===== src/hdl/dlo_pkg.sv =====
// Package for the deserializer lock and output-state controller.
// Assumes a single 100 MHz system clock and synchronous pin inputs.
package dlo_pkg;

  localparam int DLO_LANES = 4;
  localparam int DLO_SSC_W = 3;
  localparam int DLO_FIFO_W = 4;
  localparam int DLO_FIFO_D = 16;

  // Spread modulation dividers per range and code group.
  localparam int DLO_DIV_LF_LO = 625;
  localparam int DLO_DIV_LF_HI = 385;
  localparam int DLO_DIV_HF_LO = 2168;
  localparam int DLO_DIV_HF_HI = 1300;
  localparam int DLO_DIV_W = 12;

  // Codes at or above this use the second divider; all zeros is off.
  localparam logic [2:0] DLO_SSC_OFF = 3'h0;
  localparam logic [2:0] DLO_SSC_HI_GRP = 3'h5;

  // Time without embedded clock bits before sleep, minimum acquisition time before lock, and their cycle counts.
  localparam int DLO_CLK_MHZ = 100;
  localparam int DLO_STOP_NS = 400;
  localparam int DLO_STOP_CYC = DLO_STOP_NS * DLO_CLK_MHZ / 1000;
  localparam int DLO_ACQ_NS = 1000;
  localparam int DLO_ACQ_CYC = DLO_ACQ_NS * DLO_CLK_MHZ / 1000;
  localparam int DLO_CNT_W = 12;

  // Reset value of the serial-bus configuration shadow.
  localparam logic [7:0] DLO_CFG_RST = 8'h00;

  typedef enum logic [1:0] {
    DLO_OFF,
    DLO_ACQUIRE,
    DLO_LOCKED,
    DLO_SLEEP
  } dlo_state_t;

  // Output driver bundle: value plus active-low enable.
  typedef struct packed {
    logic clk;
    logic clk_oe_n;
    logic [DLO_LANES-1:0] data;
    logic data_oe_n;
    logic pass;
    logic pass_oe_n;
  } dlo_drive_t;

endpackage : dlo_pkg


===== src/hdl/dlo_fifo.sv =====
// Small synchronous FIFO for the recovered parallel data path.
// Assumes one clock; read data come from a register.
`timescale 1ns/10ps
module dlo_fifo #(
  parameter int WIDTH = 4,
  parameter int DEPTH = 16
) (
  input wire logic clk_sys_in, // System clock.
  input wire logic reset_n_in, // Asynchronous reset, active low.
  input wire logic flush_in, // Empty the buffer.
  input wire logic [WIDTH-1:0] wr_data_in, // Write word.
  input wire logic wr_valid_in, // Write request.
  output logic wr_ready_out, // Space available.
  output logic [WIDTH-1:0] rd_data_out, // Read word.
  output logic rd_valid_out, // Read word valid.
  input wire logic rd_ready_in // Consumer takes word.
);
  localparam int AW = $clog2(DEPTH);

  logic [WIDTH-1:0] mem_q [DEPTH];
  logic [AW-1:0] wptr_q;
  logic [AW-1:0] rptr_q;
  logic [AW:0] count_q;
  logic do_wr;
  logic do_rd;

  // The output register counts as one slot beyond the array.
  assign do_rd = (count_q != '0) && (!rd_valid_out || rd_ready_in);
  assign do_wr = wr_valid_in && wr_ready_out;

  // Storage array; no reset, so it maps to plain memory.
  always_ff @(posedge clk_sys_in) begin
    if (do_wr) begin
      mem_q[wptr_q] <= wr_data_in;
    end
  end

  // Pointers and fill level.
  always_ff @(posedge clk_sys_in or negedge reset_n_in) begin
    if (!reset_n_in) begin
      wptr_q <= '0;
      rptr_q <= '0;
      count_q <= '0;
      wr_ready_out <= 1'b0;
    end else if (flush_in) begin
      wptr_q <= '0;
      rptr_q <= '0;
      count_q <= '0;
      wr_ready_out <= 1'b1;
    end else begin
      if (do_wr) begin
        wptr_q <= wptr_q + 1'b1;
      end
      if (do_rd) begin
        rptr_q <= rptr_q + 1'b1;
      end
      count_q <= count_q + (AW+1)'(do_wr) - (AW+1)'(do_rd);
      wr_ready_out <= (count_q + (AW+1)'(do_wr) - (AW+1)'(do_rd))
                      < (AW+1)'(DEPTH);
    end
  end

  // Registered read port.
  always_ff @(posedge clk_sys_in or negedge reset_n_in) begin
    if (!reset_n_in) begin
      rd_data_out <= '0;
      rd_valid_out <= 1'b0;
    end else if (flush_in) begin
      rd_valid_out <= 1'b0;
    end else if (do_rd) begin
      rd_data_out <= mem_q[rptr_q];
      rd_valid_out <= 1'b1;
    end else if (rd_ready_in) begin
      rd_valid_out <= 1'b0;
    end
  end

endmodule : dlo_fifo


===== src/hdl/dlo_ctrl.sv =====
// Lock status and output-state controller of the deserializer.
// Assumes clock recovery supplies lock and embedded-clock indications,
// recovered clock and data as synchronous levels, and that the self-test
// checker supplies its run level and error pulses; pads resolve the active-low enables.
`timescale 1ns/10ps

module dlo_ctrl
  import dlo_pkg::*;
#(
  parameter int LANES = DLO_LANES,
  parameter int FIFO_DEPTH = DLO_FIFO_D
) (
  input wire logic clk_sys_in, // System clock, 100 MHz.
  input wire logic reset_n_in, // Asynchronous reset, active low.
  input wire logic power_down_n_in, // Host power control, low = down.
  input wire logic output_drive_enable_in, // Output enable, high = drive.
  input wire logic output_idle_state_select_in, // Idle-state select.
  input wire logic fallback_osc_select_in, // Oscillator on idle clock.
  input wire logic fallback_osc_clock_in, // Internal oscillator level.
  input wire logic embedded_clock_present_in, // Clock bits seen.
  input wire logic cdr_acquired_in, // Recovery loop has locked.
  input wire logic recovered_clock_in, // Recovered clock level.
  input wire logic [LANES-1:0] recovered_data_in, // Recovered lanes.
  input wire logic recovered_data_valid_in, // Recovered word strobe.
  output logic recovered_data_ready_out, // Buffer can take a word.
  input wire logic [DLO_SSC_W-1:0] spread_profile_select_in, // Profile.
  input wire logic low_rate_range_in, // High for 5 to 20 MHz clocks.
  input wire logic selftest_active_in, // Self-test running.
  input wire logic selftest_error_in, // Payload error pulse.
  input wire logic cfg_write_in, // Serial-bus configuration write.
  input wire logic [7:0] cfg_wdata_in, // Configuration byte.
  output logic [7:0] cfg_rdata_out, // Configuration read-back.
  output logic clock_data_recovery_run_out, // Acquisition enabled.
  output logic link_locked_out, // Link lock status.
  output logic sleep_out, // Low-power sleep.
  output logic spread_active_out, // Modulation running.
  output logic spread_tick_out, // Modulation period pulse.
  output logic recovered_clock_out, // Clock pin value.
  output logic recovered_clock_oe_n_out, // Clock pin enable, low.
  output logic [LANES-1:0] parallel_data_out, // Data pins.
  output logic parallel_data_oe_n_out, // Data enable, low.
  output logic selftest_result_out, // Result pin value.
  output logic selftest_result_oe_n_out // Result enable, low.
);

  dlo_state_t state_q;
  logic [DLO_CNT_W-1:0] stop_cnt_q;
  logic [DLO_CNT_W-1:0] acq_cnt_q;
  logic [7:0] cfg_q;
  logic pass_q;
  logic st_act_q;
  logic clk_src_osc_q;
  logic clk_hold_q;
  logic [DLO_DIV_W-1:0] div_cnt_q;
  logic [DLO_DIV_W-1:0] div_lim;
  logic stream_lost;
  logic locked;
  logic [LANES-1:0] fifo_data;
  logic fifo_valid;
  logic fifo_flush;
  dlo_drive_t drv_d;

  // Divider chosen from range and code group.
  function automatic logic [DLO_DIV_W-1:0] spread_div(
    input logic lf, input logic [DLO_SSC_W-1:0] code);
    logic hi;
    hi = (code >= DLO_SSC_HI_GRP);
    if (lf) begin
      spread_div = hi ? DLO_DIV_W'(DLO_DIV_LF_HI)
                      : DLO_DIV_W'(DLO_DIV_LF_LO);
    end else begin
      spread_div = hi ? DLO_DIV_W'(DLO_DIV_HF_HI)
                      : DLO_DIV_W'(DLO_DIV_HF_LO);
    end
  endfunction : spread_div

  assign stream_lost = (stop_cnt_q >= DLO_CNT_W'(DLO_STOP_CYC));
  assign locked = (state_q == DLO_LOCKED);
  assign fifo_flush = !locked;

  // Counts cycles without embedded clock bits; short gaps are ignored.
  always_ff @(posedge clk_sys_in or negedge reset_n_in) begin
    if (!reset_n_in) begin
      stop_cnt_q <= '0;
    end else if (embedded_clock_present_in || !power_down_n_in) begin
      stop_cnt_q <= '0;
    end else if (!stream_lost) begin
      stop_cnt_q <= stop_cnt_q + 1'b1;
    end
  end

  // Link state machine; every change except the asynchronous reset lands on a clock edge.
  // registered lock
  always_ff @(posedge clk_sys_in or negedge reset_n_in) begin
    if (!reset_n_in) begin
      state_q <= DLO_OFF;
      acq_cnt_q <= '0;
    end else if (!power_down_n_in) begin
      state_q <= DLO_OFF;
      acq_cnt_q <= '0;
    end else begin
      unique case (state_q)
        DLO_OFF: begin
          state_q <= DLO_ACQUIRE;
          acq_cnt_q <= '0;
        end
        DLO_ACQUIRE: begin
          if (stream_lost) begin
            state_q <= DLO_SLEEP;
          end else if (cdr_acquired_in &&
                       acq_cnt_q >= DLO_CNT_W'(DLO_ACQ_CYC)) begin
            state_q <= DLO_LOCKED;
          end else if (acq_cnt_q < DLO_CNT_W'(DLO_ACQ_CYC)) begin
            acq_cnt_q <= acq_cnt_q + 1'b1;
          end
        end
        DLO_LOCKED: begin
          if (stream_lost || !cdr_acquired_in) begin
            state_q <= stream_lost ? DLO_SLEEP : DLO_ACQUIRE;
            acq_cnt_q <= '0;
          end
        end
        DLO_SLEEP: begin
          if (embedded_clock_present_in) begin
            state_q <= DLO_ACQUIRE;
            acq_cnt_q <= '0;
          end
        end
      endcase
    end
  end

  // Serial-bus configuration shadow.
  // reset on power-down; kept in sleep
  always_ff @(posedge clk_sys_in or negedge reset_n_in) begin
    if (!reset_n_in) begin
      cfg_q <= DLO_CFG_RST;
    end else if (!power_down_n_in) begin
      cfg_q <= DLO_CFG_RST;
    end else if (cfg_write_in) begin
      cfg_q <= cfg_wdata_in;
    end
  end

  // Self-test result: an error during the run wins over the start clear.
  // hold result
  always_ff @(posedge clk_sys_in or negedge reset_n_in) begin
    if (!reset_n_in) begin
      pass_q <= 1'b1;
      st_act_q <= 1'b0;
    end else if (!power_down_n_in) begin
      pass_q <= 1'b1;
      st_act_q <= 1'b0;
    end else begin
      st_act_q <= selftest_active_in;
      if (selftest_active_in && selftest_error_in) begin
        pass_q <= 1'b0;
      end else if (selftest_active_in && !st_act_q) begin
        pass_q <= 1'b1;
      end
    end
  end

  // Clock source: switch only once the incoming source sits at the held level.
  // glitch-free switch
  always_ff @(posedge clk_sys_in or negedge reset_n_in) begin
    if (!reset_n_in) begin
      clk_src_osc_q <= 1'b0;
      clk_hold_q <= 1'b0;
    end else begin
      if (clk_src_osc_q == locked) begin
        if ((locked ? recovered_clock_in : fallback_osc_clock_in)
            == clk_hold_q) begin
          clk_src_osc_q <= !locked;
        end
      end else begin
        clk_hold_q <= clk_src_osc_q ? fallback_osc_clock_in
                                    : recovered_clock_in;
      end
    end
  end

  // Modulation period counter.
  // zero code off
  assign div_lim = spread_div(low_rate_range_in, spread_profile_select_in);
  always_ff @(posedge clk_sys_in or negedge reset_n_in) begin
    if (!reset_n_in) begin
      div_cnt_q <= '0;
      spread_tick_out <= 1'b0;
      spread_active_out <= 1'b0;
    end else if (!locked || spread_profile_select_in == DLO_SSC_OFF) begin
      div_cnt_q <= '0;
      spread_tick_out <= 1'b0;
      spread_active_out <= 1'b0;
    end else begin
      spread_active_out <= 1'b1;
      if (div_cnt_q >= div_lim - 1'b1) begin
        div_cnt_q <= '0;
        spread_tick_out <= 1'b1;
      end else begin
        div_cnt_q <= div_cnt_q + 1'b1;
        spread_tick_out <= 1'b0;
      end
    end
  end

  // Data buffer; drains one word per cycle while locked and enabled.
  dlo_fifo #(
    .WIDTH(LANES),
    .DEPTH(FIFO_DEPTH)
  ) u_fifo (
    .clk_sys_in(clk_sys_in),
    .reset_n_in(reset_n_in),
    .flush_in(fifo_flush),
    .wr_data_in(recovered_data_in),
    .wr_valid_in(recovered_data_valid_in),
    .wr_ready_out(recovered_data_ready_out),
    .rd_data_out(fifo_data),
    .rd_valid_out(fifo_valid),
    .rd_ready_in(output_drive_enable_in)
  );

  // Output state table; enables are active low.
  always_comb begin
    drv_d = '{clk: 1'b0, clk_oe_n: 1'b1, data: '0, data_oe_n: 1'b1,
              pass: 1'b1, pass_oe_n: 1'b1};
    if (!power_down_n_in) begin
      drv_d.pass_oe_n = output_idle_state_select_in;
    end else if (locked) begin
      if (output_drive_enable_in) begin
        drv_d.clk = clk_src_osc_q ? clk_hold_q : recovered_clock_in;
        drv_d.clk_oe_n = 1'b0;
        drv_d.data = fifo_valid ? fifo_data : parallel_data_out;
        drv_d.data_oe_n = 1'b0;
        drv_d.pass = pass_q;
        drv_d.pass_oe_n = 1'b0;
      end else begin
        drv_d.pass_oe_n = 1'b0;
      end
    end else if (output_drive_enable_in && output_idle_state_select_in
                 && cfg_q[0] && fallback_osc_select_in) begin
      drv_d.clk = clk_src_osc_q ? fallback_osc_clock_in : clk_hold_q;
      drv_d.clk_oe_n = 1'b0;
    end else if (!output_idle_state_select_in) begin
      drv_d.pass_oe_n = 1'b0;
    end
  end

  // Registered pins and status.
  always_ff @(posedge clk_sys_in or negedge reset_n_in) begin
    if (!reset_n_in) begin
      recovered_clock_out <= 1'b0;
      recovered_clock_oe_n_out <= 1'b1;
      parallel_data_out <= '0;
      parallel_data_oe_n_out <= 1'b1;
      selftest_result_out <= 1'b1;
      selftest_result_oe_n_out <= 1'b1;
      link_locked_out <= 1'b0;
      sleep_out <= 1'b0;
      clock_data_recovery_run_out <= 1'b0;
      cfg_rdata_out <= DLO_CFG_RST;
    end else begin
      recovered_clock_out <= drv_d.clk;
      recovered_clock_oe_n_out <= drv_d.clk_oe_n;
      parallel_data_out <= drv_d.data;
      parallel_data_oe_n_out <= drv_d.data_oe_n;
      selftest_result_out <= drv_d.pass;
      selftest_result_oe_n_out <= drv_d.pass_oe_n;
      link_locked_out <= locked;
      sleep_out <= (state_q == DLO_SLEEP);
      clock_data_recovery_run_out <= (state_q == DLO_ACQUIRE) || locked;
      cfg_rdata_out <= cfg_q;
    end
  end

endmodule : dlo_ctrl


===== config.mk =====
export PLATFORM = sky130hd
export DESIGN_NAME = dlo_ctrl
export DESIGN_NICKNAME = d
export VERILOG_FILES = /design/src/hdl/dlo_pkg.sv /design/src/hdl/dlo_fifo.sv /design/src/hdl/dlo_ctrl.sv
export SDC_FILE = /design/constraint.sdc
export NUM_CORES = 1
export LEC_CHECK = 0
export BUFFER_PORTS_ARGS = -buffer_cell sky130_fd_sc_hd__buf_2
export CAP_MARGIN = 40
export CORE_ASPECT_RATIO = 1.4
export CORE_MARGIN = 2
export CORE_UTILIZATION = 39
export CTS_CLUSTER_DIAMETER = 200
export DETAILED_ROUTE_END_ITERATION = 7
export GPL_TIMING_DRIVEN = 0
export PLACE_DENSITY = 0.64
export SKIP_LAST_GASP = 1
export SYNTH_ARGS = -nofsm -noshare
export SYNTH_HDL_FRONTEND = slang
export SYNTH_SLANG_ARGS = --single-unit

===== constraint.sdc =====
create_clock -name clk_sys_in -period 3.2 [get_ports clk_sys_in]
set_input_delay 0.16 -clock clk_sys_in [delete_from_list [all_inputs] [get_ports clk_sys_in]]
set_output_delay 0.16 -clock clk_sys_in [all_outputs]
set_load 0.02 [all_outputs]

==> results of run 1 <==
==> worst max-delay path, cell delays in order, from the launching register on <==
cell                       delay, ns
sky130_fd_sc_hd__dfrtp_1        0.40
sky130_fd_sc_hd__inv_1          0.09
sky130_fd_sc_hd__ha_1           0.14
sky130_fd_sc_hd__nor4b_2        0.22
sky130_fd_sc_hd__nor2b_1        0.08
sky130_fd_sc_hd__clkbuf_1       0.20
sky130_fd_sc_hd__ha_1           0.32
sky130_fd_sc_hd__inv_1          0.04
sky130_fd_sc_hd__ha_1           0.21
sky130_fd_sc_hd__fa_1           0.42
sky130_fd_sc_hd__a21oi_1        0.16
sky130_fd_sc_hd__nor2_1         0.05
sky130_fd_sc_hd__nor2_1         0.11
sky130_fd_sc_hd__xnor2_1        0.14
sky130_fd_sc_hd__nand2_1        0.09
==> worst max path at each step <==
stage,startpoint,end,slack [ns],cells after the start
global route,u_fifo.count_q[2],u_fifo.count_q[4],0.10,15
global placement,u_fifo.count_q[2],u_fifo.wr_ready_out,0.32,14
CTS,u_fifo.count_q[3],u_fifo.wr_ready_out,0.29,14
finish,u_fifo.count_q[3],u_fifo.wr_ready_out,0.39,14
floorplan,u_fifo.count_q[3],u_fifo.wr_ready_out,0.62,14
detailed placement,u_fifo.count_q[3],u_fifo.wr_ready_out,0.31,14
==> sequential cells by signal, summed over array words and instances, names as in the netlist, 2 cells and up <==
register            cells
parallel_data_out       4
cfg_q                   8
u_fifo.rptr_q           4
u_fifo.mem_q           64
u_fifo.rd_data_out      4
u_fifo.wptr_q           4
stop_cnt_q             12
u_fifo.count_q          5
div_cnt_q              12
acq_cnt_q              12
state_q                 2
cfg_rdata_out           8
==> layer usage <==
metal,track usage (%),part of all wire (%),vias up
met4,5.99,1.9,0
met3,3.86,3.6,23
met5,0,0,-
li1,-,-,2002
met1,17.5,39,2109
met2,27.4,55,91
==> logic make-up after synthesis <==
kind of cell / Yosys count
AND/OR/NAND/NOR: 165
flip-flops: 155
AO/OA/AOI/OAI: 60
buffers and inverters: 43
multiplexers: 38
adder cells (fa/ha/maj): 32
XOR/XNOR: 24
other: 1
==> timing repair <==
action,in CTS,in global routing
endpoints found under the hold margin,25,0
setup endpoints to repair,0,2
hold buffers,5,0
gates resized for setup,0,1
==> cell usage in the layout, fill, tap and decap left out, drive strengths merged, types with 16 or more instances in the layout <==
master,n
dfrtp,86
edfxtp,64
buf,58
nor2,34
clkbuf,34
nand2,33
ha,31
inv,28
and2,26
mux2i,22
o21ai,19
nor3,18
mux4,16
==> cell type report <==
class / instances / area [µm²]
Multi-Input combinational cell: 320 / 2540
Fill cell: 1552 / 9250
Tap cell: 236 / 295
Clock inverter: 10 / 113
Inverter: 25 / 93.8
Sequential cell: 155 / 4210
Buffer: 18 / 85.1
Timing Repair Buffer: 57 / 335
Clock buffer: 22 / 484
==> power breakdown <==
group          leakage (nW)  switching, mW  total (mW)  internal (mW)
clock                 0.297          0.778        2.01           1.23
sequential             1.80         0.0454        2.19           2.15
combinational          1.29          0.258       0.422          0.164
==> stage by stage <==
stage / instance area, µm² / power (mW) / cells
after CTS: 8150 / 4.67 / 843
after detailed placement: 7500 / 2.65 / 806
after global routing: 8150 / 4.82 / 843
after global placement: 7470 / 2.62 / 805
final: 8150 / 4.62 / 843
after floorplan: 6920 / 2.49 / 518
==> results.txt, run 1 <==
The sequential element share of the synthesized area came out at 60.8%. The worst setup path is launched from a flop. The utilization after layout is 46.9%. The first-pass GRT wire length came out at 22000 µm. The startpoint identified for the worst register-to-register timing path is u_fifo.count_q[3]. The number of sinks driven by the clock tree is 155.

The endpoint identified for the worst register-to-register timing path is u_fifo.wr_ready_out. The first detailed-routing pass ran for 6 iterations. The core box area came out at 17400 µm². The number of global-route vias before repair came out at 4471.

The top-area cell type share of the netlist area came out at 31.1%. The number of antenna violations at the first check in global routing came out at 0. Measured along the y axis, the die boundary spans 162 µm. The number of DRC violations after detailed-routing iteration 0 came out at 149. The highest ir drop seen on vdd is 0.000354 V. The startpoint-to-endpoint class of the critical path is reg2reg. The fraction of the mapped netlist area in adder cells came out at 5.89%.

The per-cell routed wire length is 15.9 µm. Setup repair after global routing left no endpoint under its margin. The flow ran to the end, and the final reports show no timing, DRC or antenna violations.

At the pin with the least slew margin, the transition time is 0.658 ns. The final setup skew is 0.0101 ns. Before CTS, the worst setup slack after placement is 0.311 ns. The final number of setup-violating endpoints came out at 0.

The count of antenna diodes in the layout came out at 0. The synthesized flop and latch total came out at 155. The total half-perimeter wirelength after legalization and detailed placement came out at 9580 µm. Max-cap violations in this run came to 0. The all-layer global routing usage is 15.4%. The horizontal die dimension is 117 µm. The port buffer count came out at 51.

The maximum clock frequency is 356 MHz. The worst setup path is captured at a flop. The class of the worst hold path is in2reg. The worst hold path terminates at cfg_q[2]. CTS built an H-tree with a depth of 4. After synthesis, the cell types taking the most area are sky130_fd_sc_hd__dfrtp_1 31%, sky130_fd_sc_hd__edfxtp_1 28%, sky130_fd_sc_hd__ha_1 5.6%. The wire length after detailed routing came out at 13400 µm.

The final worst-path setup slack is 0.393 ns. The post-CTS setup buffer count is 0. The remaining antenna violation count after routing came out at 0.

Compared with the post-synthesis result, the final layout area differs by 17.8%. The number of pins with negative max-slew slack in the final report is 0. The mean cell area of the mapped netlist is 13.4 µm². The number of flops mapped to enable cells by yosys came out at 64. The count of cells along the worst hold path came out at 3. The number of top-level pins came out at 53. Subtracting the final worst setup slack from the clock period gives 2.81 ns. The internal reg-to-reg setup slack came out at 0.39 ns. Synthesis produced 518 cells.

The total nets after synthesis is 580. The peak fanout along the critical path came out at 6. At the worst endpoint, the required time is 3.48 ns. The number of rows created at floorplan came out at 57. The clock tree from TritonCTS is built.

The post-synth design cell area is 6920 µm². By count the netlist is led by 86 x sky130_fd_sc_hd__dfrtp_1, 64 x sky130_fd_sc_hd__edfxtp_1, 34 x sky130_fd_sc_hd__nor2_1, 33 x sky130_fd_sc_hd__nand2_1, 31 x sky130_fd_sc_hd__ha_1. The total global routing overflow came out at 0. For this run, design rule violations remaining after detail routing come to 0. The worst endpoint data arrival time came out at 3.08 ns. The post-synthesis simple-gate area fraction came out at 13.2%. For this run, asynchronously set or reset flops after synthesis account for 58.7%. The clock latency on the worst-skew pair came out at 0.42 ns. The cell type contributing the most total cell area after synthesis is sky130_fd_sc_hd__dfrtp_1. In this run the clock root is driven by a sky130_fd_sc_hd__clkbuf_16. The number of distinct library cell variants in the gate-level netlist after synthesis came out at 56.

The final RePlAce weighted congestion came out at 0.774. The number of buffers between clock root and the deepest sink is 2. The die covers 18800 µm². Clock tree synthesis inserted a total of 17 buffers. The clock slew seen by the registers of the worst setup and hold paths came out at 0.06 ns.

The worst hold path begins at cfg_wdata_in[2]. Across all layers, the routed design uses 4225 vias. The number of cell instances on the worst register-to-register path is 14. Summed over all failing endpoints, the final setup total negative slack is 0 ns.

The multiplexer area fraction after synthesis came out at 8.39%. The headroom to the max-slew limit is 55.8%. The pin count of the biggest net entering global routing is 70. The most repeated cell in the gate-level netlist after synthesis is sky130_fd_sc_hd__dfrtp_1. The largest family of logic cells by synthesized area is simple AND/OR/NAND/NOR gates. During synthesis, Yosys emitted a total of 0 warnings. The final-layout worst hold slack is 0.0145 ns.

For this run, the leading register cell type out of synthesis is sky130_fd_sc_hd__dfrtp_1. The standby leakage power came out at 3.39 nW. The total power divided by cell area is 567 nW/µm².

After layout, the worst path uses 87.7% of the clock period. After Yosys synthesis, XOR and XNOR cells account for 3.04% of the synthesized area. Of the cells placed in the final design, the portion with a size suffix greater than 1 is 20.9%. The compound-cell area share of the yosys netlist is 6.07%.

The post-detailed-route via-to-cell ratio came out at 5.01. The number of hold-slack violations in the final timing report is 0. The starting utilization of the core area is 39.8%. The net total in the final layout came out at 656.
Power figures use the tool's default switching activity.
==> inputs of run 2 (changes only) <==
- CELL_PAD_IN_SITES_DETAIL_PLACEMENT: unset -> 1
- CELL_PAD_IN_SITES_GLOBAL_PLACEMENT: unset -> 2
- CORE_MARGIN: 2 -> 1
- PLACE_DENSITY: 0.64 -> 0.82
==> results.txt, run 2 (same netlist as run 1, synthesis figures left out) <==
Along the worst hold path, the cell count comes to 3. The internal power component is 3.50 mW. The core box area came out at 17300 µm². The wire-length estimate of the detail-placed layout is 10800 µm. The required time reported for the critical path endpoint is 3.49 ns. The port buffer count came out at 51. The startpoint-to-endpoint class of the critical path is reg2reg.

The proportion of power drawn by combinational gates came out at 9.3%. The floorplan step defined a die boundary enclosing 18300 µm². Sequential cells burn 46.5% of the power. The floorplan step set the die width to 115 µm.

The standby leakage power came out at 3.40 nW. The number of hold-slack violations in the final timing report is 0. The number of max-cap violations came out at 0.

The library cell used most frequently in the layout, excluding fill and tap cells, is sky130_fd_sc_hd__dfrtp_1. The number of top-level pins came out at 53. The beginning of the worst register-to-register path is u_fifo.count_q[2]. The fraction of the cycle the final worst path needs is 89.8%. The peak fanout along the critical path came out at 6.

The cell count after placement is 806. At the placement stage, the worst setup path has a slack of 0.217 ns. Setup slack closes at 0.326 ns. Entering global routing, the biggest net connects 68 pins. The total power came out at 4.72 mW. The number of pins with negative max-slew slack in the final report is 0. The clock tree from TritonCTS is built. The area of placed instances came out at 7500 µm². The number of cell instances on the worst register-to-register path is 14.

In this run, the number of DRC markers left after iteration 0 of detailed routing was 112. The shortest clock period the worst path allows after layout came out at 2.87 ns. The highest ir drop seen on vdd is 0.000361 V. The iteration count of the initial detailed-routing pass came out at 4.

The run finished with clean final reports. The clock slew seen by the registers of the worst setup and hold paths came out at 0.07 ns. The die boundary height is 160 µm.

The final RePlAce weighted congestion is 0.798. The detail route stage leaves a number of antenna-violating nets equal to 0. The clock net in this run drives a total of 155 sinks.

For hold timing, the worst endpoint is cfg_q[4]. The proportion of power drawn by the clock network is 44.3%. The net total in the final layout is 658. The per-cell routed wire length came out at 17.6 µm. On the final layout, the worst clock skew is 0.00700 ns. The total global routing overflow is 0. The total DRC errors in the routed layout is 0.

The top cell types in the final layout, fill and taps aside, are 86 x sky130_fd_sc_hd__dfrtp_1, 64 x sky130_fd_sc_hd__edfxtp_1, 51 x sky130_fd_sc_hd__buf_2. The maximum clock frequency is 348 MHz. The all-layer global routing usage is 18.0%.

The clock root buffer is sky130_fd_sc_hd__clkbuf_16. The number of flip-flops in the largest register is 64. The internal reg-to-reg setup slack is 0.33 ns. The number of global-route vias before repair came to 4815. The first-pass GRT wire length is 25000 µm.

The launching element type of the critical path is a flop. STA classifies the critical path endpoint as a flop. The final-layout worst hold slack is 0.0106 ns. The final non-filler cell area came out at 8190 µm². The utilization after layout is 47.2%. The clock latency on the worst-skew pair came out at 0.42 ns.

Setup repair after global routing left no endpoint under its margin. The number of rows created at floorplan is 57. The wire length after detailed routing is 14900 µm. Net switching is 25.9% of the power. In this run the worst hold path is classified as in2reg. The number of buffers between clock root and the deepest sink came out at 2. The H-tree level count came out at 4. The number of antenna violations at the first check in global routing is 0. In this run the critical register-to-register path is captured at u_fifo.wr_ready_out. The count of non-filler cells in the finished layout is 845.

Ranked by flip-flop count, first place goes to u_fifo.mem_q. The starting utilization of the core area is 39.9%. The total negative slack came out at 0 ns.

The synthesis-to-layout area growth is 18.3%. The power dissipated by switching net loads came out at 1.22 mW. The ratio of cells with drive above 1 in the final layout came out at 20.9%. The worst hold path begins at cfg_wdata_in[4]. The headroom to the max-slew limit came out at 54.7%.

The transition at the pin with the smallest max-transition slack is 0.674 ns. The total via count in the routed design is 4234. The count of antenna diodes in the layout is 0.

The total power divided by cell area is 577 nW/µm². Dividing the detail-routed via count by the number of cells gives 5.01. Setup violations remaining at the end of the flow were counted as 0.

Data on the critical path arrives at its endpoint at 3.16 ns. TritonCTS created 17 clock buffers.
run 2: cell count changes in the layout (fill, tap and decap cells not counted), sizes merged:
cell	delta
clkinv	-1
clkbuf	-4
inv	+5
dlygate4sd3	+2
run 2: layout make-up:
class	instances	area (µm²)
timing repair buffer	59	355
fill	1809	9140
clock buffer	18	429
buffer	18	85.1
multi-input combinational	320	2540
tap	236	295
clock inverter	14	180
sequential	155	4210
inverter	25	93.8
run 2: power by group through the flow:
stage / combinational (mW) / sequential (mW) / clock (mW)
final: 0.438 / 2.19 / 2.09
after detailed placement: 0.434 / 2.23 / 0
after CTS: 0.449 / 2.19 / 2.13
after floorplan: 0.245 / 2.25 / 0
after global routing: 0.497 / 2.20 / 2.19
after global placement: 0.406 / 2.22 / 0
run 2: how the worst max path moves through the flow:
stage | from | endpoint | slack, ns
after CTS | u_fifo.count_q[2] | u_fifo.wr_ready_out | 0.18
after floorplan | u_fifo.count_q[3] | u_fifo.wr_ready_out | 0.62
after global routing | u_fifo.count_q[3] | u_fifo.count_q[4] | 0.12
final | u_fifo.count_q[2] | u_fifo.wr_ready_out | 0.33
after detailed placement | u_fifo.count_q[3] | u_fifo.wr_ready_out | 0.22
after global placement | u_fifo.count_q[2] | u_fifo.wr_ready_out | 0.29
run 2: worst max-delay path, stage by stage (launching register included):
cell and delay, ns:
sky130_fd_sc_hd__dfrtp_1 0.39, sky130_fd_sc_hd__inv_1 0.08, sky130_fd_sc_hd__ha_1 0.16, sky130_fd_sc_hd__nor4b_2 0.27, sky130_fd_sc_hd__nor2b_1 0.08, sky130_fd_sc_hd__clkbuf_1 0.19, sky130_fd_sc_hd__ha_1 0.31, sky130_fd_sc_hd__inv_1 0.04
sky130_fd_sc_hd__ha_1 0.22, sky130_fd_sc_hd__fa_1 0.43, sky130_fd_sc_hd__a21oi_1 0.17, sky130_fd_sc_hd__nor2_1 0.05, sky130_fd_sc_hd__nor2_1 0.11, sky130_fd_sc_hd__xnor2_1 0.14, sky130_fd_sc_hd__nand2_1 0.09
run 2: what timing repair did:
item,CTS,global route
resized for setup,0,1
hold buffers,7,0
endpoints found under the setup margin,0,2
setup buffers,0,0
endpoints found under the hold margin,31,0
run 2: layer usage:
metal,global-route usage (%),routed length (µm),share of wire (%),vias up
li1,-,-,-,2004
met1,19.7,5810,39,2152
met2,34.2,8540,57,63
met3,3.80,341,2.3,15
met4,5.43,179,1.2,0
met5,0,0,0,-
==> inputs of run 3 (changes only) <==
- RECOVER_POWER: unset -> 100
- TNS_END_PERCENT: unset -> 20
==> results.txt, run 3 (same netlist as run 1, synthesis figures left out) <==
After detailed routing, no signal wire sits above met4. The pin count of the biggest net entering global routing came out at 68. The required time reported for the critical path endpoint came out at 3.48 ns.

The total half-perimeter wirelength after legalization and detailed placement is 10800 µm. The number of antenna violations at the first check in global routing is 0. The ratio of cells with drive above 1 in the final layout came out at 14.0%. The most repeated library cell on the critical path is sky130_fd_sc_hd__ha_1. The library cell used most frequently in the layout, excluding fill and tap cells, is sky130_fd_sc_hd__dfrtp_1. In this run the static leakage power is 3.26 nW.

The total buffers and inverters traversed by the critical path is 3. The proportion of power drawn by combinational gates came out at 8.9%. Buffers placed on the I/O ports in this run total 51. Net switching is 25.9% of the power. The final worst-path setup slack came out at 0.332 ns.

The worst setup path is captured at a flop. The TritonCTS buffer count is 17. The number of hold-slack violations in the final timing report was 0. The clock root buffer is sky130_fd_sc_hd__clkbuf_16. STA classifies the critical path startpoint as a flop.

The worst endpoint data arrival time came out at 3.15 ns. The headroom to the max-slew limit is 7.23%. The shortest clock period the worst path allows after layout came out at 2.87 ns. Dividing the final minimum period by the clock period gives 89.6%. The first-pass GRT wire length came out at 25000 µm.

The number of buffers between clock root and the deepest sink came out at 2. In the final routing, the length of wire on met1 measures 5890 µm. The top cell types in the final layout, fill and taps aside, are 86 x sky130_fd_sc_hd__dfrtp_1, 64 x sky130_fd_sc_hd__edfxtp_1, 44 x sky130_fd_sc_hd__clkbuf_1. The placed instances occupy a cell area of 7500 µm². The horizontal die dimension came out at 115 µm. The wire length after detailed routing is 14900 µm.

The finished cells cover 8070 µm². The post-detailed-route via-to-cell ratio is 5.01. The number of DRC violations after detailed-routing iteration 0 is 111. The remaining antenna violation count after routing came out at 0. The clock drives 155 sinks. The class of the worst hold path is in2reg. The run finished with clean final reports.

The number of pins with negative max-slew slack in the final report was 0. The signal on the critical path passes through inv_1 > ha_1 > nor4b_2 > nor2b_1 > clkbuf_1 > ha_1 > inv_1 > ha_1 > fa_1 > a21oi_1 > nor2_1 > nor2_1 > xnor2_1 > nand2_1. The internal power of the cells totals 3.49 mW.

The maximum clock frequency came out at 349 MHz. The clock latency on the worst-skew pair came out at 0.43 ns. The H-tree level count came out at 4. The detailed route wirelength on metal3 is 343 µm.

Setup repair after global routing left no endpoint under its margin. The die is 160 µm tall. Across the VDD grid, the largest voltage drop is 0.000360 V.

In this run the standard cell core region covers 17300 µm². The total global routing overflow is 0. The net total in the final layout came out at 658. In this design, the largest share of critical-path delay is due to adder cells. The largest single stage delay on the critical path is 0.43 ns. The all-layer global routing usage is 18.0%. The power dissipated by switching net loads is 1.22 mW. Compared with the post-synthesis result, the final layout area differs by 16.6%. The final setup skew is 0.00783 ns. More flip-flops sit in one register than any other, and that register is u_fifo.mem_q. In this run the power density over the cells is 583 nW/µm². Among all stages on the critical path, the largest delay is contributed by sky130_fd_sc_hd__fa_1. The utilization after layout came out at 46.6%.

Dividing the detail-routed wire length by the instance count gives 17.7 µm. Per report_power, the sequential group accounts for 46.6% of the total. At the pin with the least slew margin, the transition time is 1.39 ns.

The floorplan has 57 rows. The total via count in the routed design is 4232. The total DRC errors in the routed layout came out at 0. The number of global-route vias before repair is 4815. The total negative slack is 0 ns.

The overall die area is 18300 µm². The tool flagged a number of max-cap violations equal to 0. The count of antenna diodes in the layout is 0. Along the worst path, the maximum fanout reaches 6. The final RePlAce weighted congestion came out at 0.798. The number of top-level pins is 53. The total power is 4.70 mW. Setup violations remaining at the end of the flow were counted as 0.

The critical path in this run is classified as reg2reg. The routed design uses 8490 µm of met2 wire. TritonCTS built the clock tree. In this run the post-CTS setup repair buffer count came out at 0.

The starting utilization of the core area is 39.9%. The iteration count of the initial detailed-routing pass is 4. The clock slew seen by the registers of the worst setup and hold paths came out at 0.07 ns.

Timing analysis after detailed placement gives a worst setup slack of 0.217 ns. The proportion of power drawn by the clock network came out at 44.4%. The number of flip-flops in the largest register is 64.
-- run 3: cell types whose count changed in the layout (fill, tap and decap cells not counted), sizes merged --
cell and change:
buf -32, clkbuf +32
-- run 3: repair_timing --
action / CTS / global route
setup endpoints to repair: 0 / 2
hold buffers: 7 / 0
gates resized for setup: 0 / 1
hold endpoints to repair: 31 / 0
-- run 3: worst register-to-register path: cells and delay by family (launching register included) --
kind	cells	cell delay [ns]
DFF	1	0.39
adders and majority gates	4	1.12
and+or+nand+nor	5	0.60
xor gates and xnor gates	1	0.14
AOI/OAI and AO/OA	1	0.17
buffers and inverters	3	0.31
-- run 3: power by group through the flow --
stage	clock network [mW]	registers [mW]	logic (mW)
CTS	2.13	2.19	0.449
detailed placement	0	2.23	0.434
global route	2.19	2.20	0.478
global placement	0	2.22	0.406
finish	2.09	2.19	0.419
floorplan	0	2.25	0.245
-- run 3: worst paths after layout --
check                                   from             endpoint  slack [ns]  depth (start not counted)
max                        u_fifo.count_q[2]  u_fifo.wr_ready_out        0.33                         14
min                          cfg_wdata_in[4]             cfg_q[4]        0.01                          3
max reg2reg                u_fifo.count_q[2]  u_fifo.wr_ready_out        0.33                         14
min reg2reg                         cfg_q[4]     cfg_rdata_out[4]        0.38                          0
max in group asynchronous         reset_n_in               pass_q        1.62                          3
min in group asynchronous         reset_n_in        stop_cnt_q[6]        0.58                          2
-- run 3: per-layer routing --
layer,vias up,global-route usage (%)
li1,2005,-
met1,2155,19.7
met2,57,34.2
met3,15,3.80
met4,0,5.43
met5,-,0
-- run 3: area by class of cell --
type	instances	area, µm²
Timing Repair Buffer	59	315
Tap cell	236	295
Fill cell	1828	9260
Sequential cell	155	4210
Clock buffer	18	429
Inverter	25	93.8
Buffer	18	73.8
Clock inverter	14	180
Multi-Input combinational cell	320	2480
-- run 3: per-stage QoR --
step | hold WS (ns) | cells
final | 0.0127 | 845
after global routing | 0.0232 | 845
after CTS | 0.00588 | 845
after detailed placement | 0.0865 | 806
after global placement | 0.356 | 805
after floorplan | -0.136 | 518
